[config.mk]
export PLATFORM = sky130hd
export DESIGN_NAME = rbp_top
export DESIGN_NICKNAME = d
export VERILOG_FILES = /design/src/hdl/rbp_pkg.sv /design/src/hdl/rbp_fifo.sv /design/src/hdl/rbp_top.sv
export SDC_FILE = /design/constraint.sdc
export NUM_CORES = 1
export LEC_CHECK = 0
export BUFFER_PORTS_ARGS = -buffer_cell sky130_fd_sc_hd__clkbuf_2
export CAP_MARGIN = 20
export CORE_ASPECT_RATIO = 0.5
export CORE_MARGIN = 2
export CORE_UTILIZATION = 56
export CTS_CLUSTER_SIZE = 14
export DETAILED_ROUTE_END_ITERATION = 8
export GPL_ROUTABILITY_DRIVEN = 0
export GPL_TIMING_DRIVEN = 1
export PLACE_DENSITY_LB_ADDON = 0.2
export RECOVER_POWER = 25
export SYNTH_ARGS = -nofsm -noshare
export SYNTH_HDL_FRONTEND = slang
export SYNTH_SLANG_ARGS = --single-unit
[constraint.sdc]
create_clock -name mclk_i -period 14.7 [get_ports mclk_i]
set_input_delay 2.205 -clock mclk_i [delete_from_list [all_inputs] [get_ports mclk_i]]
set_output_delay 2.205 -clock mclk_i [all_outputs]
set_load 0.05 [all_outputs]
[src/hdl/rbp_pkg.sv]
`default_nettype none
// Shared constants and carriers for the registered buffer with parity
package rbp_pkg;

	// Width of the chip-select gated command/address word
	localparam int CA_W = 22;
	// Number of chip select inputs
	localparam int CS_W = 2;
	// Words held by the capture trace FIFO
	localparam int FIFO_DEPTH = 16;

	// Cycles between a word and its parity bit
	localparam int PAR_LAG_CYC = 1;
	// Extra cycles before the error reaches the pin
	localparam int ERR_DELAY_CYC = 1;
	// Cycles the error output stays low
	localparam logic [1:0] ERR_HOLD_CYC = 2'h2;

	// Reset values
	localparam logic [CA_W-1:0] CA_RST = 22'h000000;
	localparam logic [CS_W-1:0] CS_RST = 2'h0;
	localparam logic [1:0] HOLD_RST = 2'h0;

	// One captured word with the chip selects seen with it
	typedef struct packed {
		logic [CS_W-1:0] cs;	// Chip selects, active low
		logic [CA_W-1:0] ca;	// Command/address bits
	} rbp_word_s;

	// Width of a FIFO entry
	localparam int WORD_W = CS_W + CA_W;

endpackage
`default_nettype wire

[src/hdl/rbp_fifo.sv]
`default_nettype none
// Small synchronous FIFO built from flip-flops
module rbp_fifo #(
	parameter int WIDTH = 24,	// Bits per entry
	parameter int DEPTH = 16,	// Number of entries
	localparam int AW = $clog2(DEPTH)
) (
	input  wire logic             mclk_i,      // System clock
	input  wire logic             rst_i,       // Async reset, high
	input  wire logic             in_valid_i,  // Write request
	input  wire logic [WIDTH-1:0] in_data_i,   // Write data
	output logic                  in_ready_o,  // Room for a word
	output logic                  out_valid_o, // Word available
	output logic      [WIDTH-1:0] out_data_o,  // Oldest word
	input  wire logic             out_ready_i  // Reader takes word
);

	// Whole state of the FIFO
	typedef struct packed {
		logic [DEPTH-1:0][WIDTH-1:0] mem;	// Storage
		logic [AW-1:0]               wp;	// Write index
		logic [AW-1:0]               rp;	// Read index
		logic [AW:0]                 cnt;	// Fill level
	} rbp_fifo_s;

	rbp_fifo_s st;
	rbp_fifo_s next_st;
	logic      push;
	logic      pop;

	// Honest flags straight from the fill level
	assign in_ready_o  = (st.cnt != (AW+1)'(DEPTH));
	assign out_valid_o = (st.cnt != '0);
	assign out_data_o  = st.mem[st.rp];
	assign push        = in_valid_i && in_ready_o;
	assign pop         = out_valid_o && out_ready_i;

	// Next state: write, read and level update
	always_comb begin
		next_st = st;
		if (push) begin
			next_st.mem[st.wp] = in_data_i;
			next_st.wp = AW'(st.wp + 1'b1);
		end
		if (pop) begin
			next_st.rp = AW'(st.rp + 1'b1);
		end
		// Level moves only when exactly one side acts
		if (push && !pop) begin
			next_st.cnt = (AW+1)'(st.cnt + 1'b1);
		end else if (pop && !push) begin
			next_st.cnt = (AW+1)'(st.cnt - 1'b1);
		end
	end

	// State register
	always_ff @(posedge mclk_i or posedge rst_i) begin
		if (rst_i) begin
			st <= '0;
		end else begin
			st <= next_st;
		end
	end

endmodule
`default_nettype wire

[src/hdl/rbp_top.sv]
`default_nettype none
module rbp_top #(
	parameter int FIFO_DEPTH = rbp_pkg::FIFO_DEPTH	// Trace FIFO size
) (
	input  wire logic                      mclk_i,              // Clock
	input  wire logic                      rst_i,               // Reset
	input  wire logic [rbp_pkg::CA_W-1:0]  cmd_addr_in_i,       // Cmd/addr
	input  wire logic                      chip_select_in_0_i,  // CS0 low
	input  wire logic                      chip_select_in_1_i,  // CS1 low
	input  wire logic                      parity_in_i,         // Parity
	input  wire logic                      cs_gate_enable_i,    // Gate en
	output logic      [rbp_pkg::CA_W-1:0]  cmd_addr_out_o,      // Redrive
	output logic      [rbp_pkg::CS_W-1:0]  chip_select_out_o,   // CS out
	output logic                           parity_error_n_o,    // OD level
	output logic                           parity_error_n_oe_o, // OD drive
	output logic                           cmd_ready_o,         // FIFO room
	output logic                           trace_valid_o,       // Word out
	output rbp_pkg::rbp_word_s             trace_data_o,        // Trace
	input  wire logic                      trace_ready_i        // Take word
);
	import rbp_pkg::*;

	// True when at least one chip select is low
	function automatic logic any_cs_low(input logic [CS_W-1:0] cs);
		any_cs_low = (cs != {CS_W{1'b1}});
	endfunction

	// True when exactly one chip select is low
	function automatic logic one_cs_low(input logic [CS_W-1:0] cs);
		one_cs_low = ($countones(~cs) == 1);
	endfunction

	// Whole state of the buffer
	typedef struct packed {
		logic [CA_W-1:0] q;        // Re-driven cmd/addr
		logic [CS_W-1:0] qcs;      // Re-driven chip selects
		logic [CA_W-1:0] prev_ca;  // Word awaiting its parity
		logic            prev_chk; // That word needs a check
		logic            res_err;  // Parity result stage
		logic            dly_err;  // Extra delay stage
		logic [1:0]      hold;     // Cycles left with error low
		logic            drv;      // Error pin driven low
		logic            od_lvl;   // Level put on the pin
		logic            push;     // Word to the trace FIFO
		rbp_word_s       word;     // Word for the trace FIFO
	} rbp_state_s;

	rbp_state_s st;       // Current state
	rbp_state_s next_st;  // Next state

	logic [CS_W-1:0] cs_in;     // Chip selects as a vector
	logic            capture;   // Latch the gated inputs now
	logic            fifo_rdy;  // FIFO accepts a word
	logic            par_fail;  // Parity check failed now

	// Chip selects gathered into one vector
	assign cs_in = {chip_select_in_1_i, chip_select_in_0_i};

	// Gate on: only with a select low; gate off: always
	assign capture = cs_gate_enable_i ? any_cs_low(cs_in)
	                                  : 1'b1;

	// Parity over the held word plus the late parity bit
	// Odd count of ones is an error
	assign par_fail = st.prev_chk
	                  && (^{st.prev_ca, parity_in_i});

	// Next state of the buffer
	always_comb begin
		next_st = st;

		// Gated word latching
		if (capture) begin
			next_st.q = cmd_addr_in_i;
		end

		// Chip selects are re-driven every edge
		next_st.qcs = cs_in;

		// Keep this word until its parity arrives
		next_st.prev_ca  = cmd_addr_in_i;
		next_st.prev_chk = one_cs_low(cs_in);

		// Parity result stage, valid one cycle after the word
		// The controller places the bit one cycle late
		next_st.res_err = par_fail;

		// One more cycle before the pin shows it
		next_st.dly_err = st.res_err;

		// Error hold counter
		if (st.dly_err) begin
			// Fresh error restarts the low window
			next_st.hold = ERR_HOLD_CYC;
			next_st.drv  = 1'b1;
		end else if (st.hold > 2'h1) begin
			// Still inside the low window
			next_st.hold = 2'(st.hold - 1'b1);
			next_st.drv  = 1'b1;
		end else begin
			// Window over, release the pin
			next_st.hold = HOLD_RST;
			next_st.drv  = 1'b0;
		end

		// Open-drain pin only ever pulls low
		next_st.od_lvl = 1'b0;

		// Copy the latched word to the trace FIFO
		next_st.push      = capture && fifo_rdy;
		next_st.word.ca   = cmd_addr_in_i;
		next_st.word.cs   = cs_in;
	end

	// State register, rising edge only, async clear
	always_ff @(posedge mclk_i or posedge rst_i) begin
		if (rst_i) begin
			// Latches and error state cleared together
			st          <= '0;
			st.q        <= CA_RST;
			st.qcs      <= CS_RST;
			st.hold     <= HOLD_RST;
			st.drv      <= 1'b0;
		end else begin
			st <= next_st;
		end
	end

	// Trace FIFO of captured words
	rbp_fifo #(
		.WIDTH (WORD_W),
		.DEPTH (FIFO_DEPTH)
	) u_fifo (
		.mclk_i      (mclk_i),
		.rst_i       (rst_i),
		.in_valid_i  (st.push),
		.in_data_i   (st.word),
		.in_ready_o  (fifo_rdy),
		.out_valid_o (trace_valid_o),
		.out_data_o  (trace_data_o),
		.out_ready_i (trace_ready_i)
	);

	// Outputs straight from the state register; cmd_ready_o from the FIFO fill level
	assign cmd_addr_out_o      = st.q;
	assign chip_select_out_o   = st.qcs;
	assign parity_error_n_o    = st.od_lvl;
	assign parity_error_n_oe_o = st.drv;
	assign cmd_ready_o         = fifo_rdy;

endmodule
`default_nettype wire

==> out/results.tsv <==
metric	value	unit
io_pins	81	
relSlewSlack	-127.0	%
die-area	38150	sq um
holdWs	351.6	ps
finalCritPeriodShare	42.31	%
io_buffers	79	
p_sw_share	35.23	%
via_per_inst	6.066	
syn-num-nets	1299	
finalClockSkew	12.17	ps
wirelength	44670	microns
rsz0062_at_grt	false	
syn-cell-area	20440	sq um
power.total	0.005551	W
power_frac_comb	41.9	%
holdPathEnd	st[29]	
diodes	0	
layout.nets	1318	
cp-start-kind	flip-flop	
final.setup.tns	0	ps
synth_cells	1259	
worstPathCellList	buf_4 -> buf_4 -> mux4_2 -> a22oi_1 -> nand2_1 -> clkbuf_2	
violations	capacitance limit, slew limit	
synth_area_per_cell	16.24	sq um
post_cts_resized	0	
ctsLongestPathBuffers	3	
critPathBufInv	3	
critPathKind	reg -> out	
vias	10810	
crit_family	buffers and inverters	
worst-r2r-cell-count	5	
area_delta_synth_final	7.436	%
p_clk_share	18.9	%
filler_cell_count	2709	
num_rows	49	
yosysUniqueCellTypes	36	
reg2reg_slack	10140	ps
clk_latency	530	ps
grt_max_degree	209	
ys_seq_area_share	55.08	%
fin_crit	6220	ps
p_seq_share	39.2	%
layout-drive-gt1-share	47.46	%
htree_levels	2	
ys_ff_latch	450	
cts_sinks	450	
drc	0	
hold_depth	0	
tightest_slew	3403	ps
place_hpwl	24780	microns
clk_pin_slew_worst_paths	60	ps
cts_buffers	41	
coreArea	35930	sq um
chipWidth	274.2	microns
path_common_cell	buf_4	
firstDrtPassIters	4	
grt_pass1_vias	11710	
ant_nets	0	
worstReg2RegEnd	u_fifo.st[176]	
maxCapViolations	11	
synth_warnings	0	
p_per_area	252.7	nW/um^2
cts_hold_buf	0	
drv_slew	269	
finalHoldViolations	0	
peakVddDrop	0.0001396	V
chipHeight	139.1	microns
hold_path_class	reg -> reg	
routedWlPerCell	25.07	microns
power_switching	0.001956	W
rr_startpoint	u_fifo.st[0]	
cp_max_fo	44	
synth_edf_count	0	
hp-start	next_st[29]	
p_int	0.003595	W
cts_setup_buffers	0	
crit_slowest_cell	dfrtp_4	
drt-initial-drc-count	825	
grt_pass1_wl	70750	microns
tritoncts	done	
root_buffer	clkbuf_16	
synth_ff_type	dfrtp_1	
synth_async_sr_flop_share	100.0	%
max_freq	0.1608	GHz
critPathMaxStageDelay	830	ps
cp.required	12490	ps
p_leak	9.380	nW
start_util	56.91	%
status	finished with violations	
endpoint_kind	primary output	
antenna_found_initial	0	
setup_violations	0	
cp.arrival	4020	ps
grt_use_total	24.51	%
grt_overflow	0	
-- power by group through the flow --
stage | sequential, W | clock [W] | combinational, W
final | 0.00218 | 0.00105 | 0.00233
after global routing | 0.00225 | 0.00113 | 0.00248
after CTS | 0.00218 | 0.00107 | 0.00238
after detailed placement | 0.00219 | 0 | 0.00237
after global placement | 0.00215 | 0 | 0.00230
after floorplan | 0.00203 | 0 | 0.00201
-- metrics by stage --
stage          instance area [sq um]  std cells  worst slack, ps  util [%]
5_1_grt                        21960       1782             8078     61.14
3_5_place_dp                   20850       1717             8860     58.02
2_1_floorplan                  20450       1259             6410         -
6_report                       21960       1782             8480     61.14
4_1_cts                        22120       1780             8280     61.56
3_3_place_gp                   20830       1716             8864     57.97
-- routing by layer --
metal  up-vias  wire, microns  global-route usage [%]
li1       4613              -                       -
met1      5908          21100                   37.09
met2       225          20750                   37.81
met3        63           2088                   4.190
met4         0            743                   4.977
met5         -              0                       0
-- cells in the final DEF, fill, tap and decap left out, types with 2 or more instances in the layout --
cell type,n
a21o_1,3
a21oi_1,2
a22oi_1,48
and2_0,5
and2_1,2
buf_16,2
buf_4,11
bufinv_16,3
clkbuf_1,29
clkbuf_16,41
clkbuf_2,65
clkbuf_8,8
clkinv_2,3
dfrtp_1,448
dfrtp_4,2
ha_1,10
inv_1,6
mux2_1,42
mux2_2,315
mux2_4,50
mux4_2,96
nand2_1,39
nand2_2,4
nand3_1,4
nand4_1,2
nor2_1,2
nor2_4,3
nor2b_2,2
nor3_4,5
o21ai_0,3
xnor2_1,27
xor2_1,4
-- sequential cells by signal, indices dropped and copies added, names as in the netlist --
| name | cells |
|---|---|
| u_fifo.st | 397 |
| parity_error_n_oe_o | 1 |
| cmd_addr_out_o | 22 |
| st | 29 |
| next_st | 1 |
-- layout make-up --
type,count,area [sq um],area share (%)
Sequential cell,450,11270,51.30
Multi-Input combinational cell,678,8228,37.46
Clock buffer,57,1166,5.309
Tap cell,484,605.6,2.757
Timing Repair Buffer,100,561.8,2.558
Clock inverter,6,105.1,0.4785
Inverter,7,30.03,0.1367
-- cells in the mapped netlist (all sizes together) (2+ instances only) --
master    n  area share, %
clkbuf   45           0.83
nor3      5           0.40
mux4     96             11
dfrtp   450             55
a22oi    48            1.8
and2      8           0.29
xor2      4           0.17
xnor2    27            1.2
nand2    43           0.84
buf      79            3.1
a21oi     2          0.049
nand3     4          0.098
nand4     2          0.061
nor2b     2          0.061
a21o      3           0.11
ha       10           0.61
mux2    407             24
inv       7           0.13
nor2      6           0.16
nor3b     2          0.098
o21ai     3          0.073
-- kinds of logic after synthesis --
group | Yosys count | synth area share (%)
xor gates and xnor gates | 32 | 1.438
other | 1 | 0.01834
muxes | 503 | 34.46
AOI/OAI and AO/OA | 57 | 2.075
buffers and inverters | 131 | 4.076
adders and majority gates | 11 | 0.7099
and+or+nand+nor | 74 | 2.142
DFF | 450 | 55.08
-- how the worst max path moves through the flow --
stage          slack [ps]           endpoint  cells past startpoint    startpoint
2_1_floorplan        6410  cmd_addr_out_o[0]                      1         rst_i
3_3_place_gp         8860   trace_data_o[17]                      6  u_fifo.st[5]
3_5_place_dp         8860   trace_data_o[17]                      6  u_fifo.st[5]
4_1_cts              8280   trace_data_o[17]                      6  u_fifo.st[5]
5_1_grt              8080    trace_data_o[0]                      6  u_fifo.st[5]
6_report             8480   trace_data_o[17]                      6  u_fifo.st[5]
(Power assumes the default switching activity.)
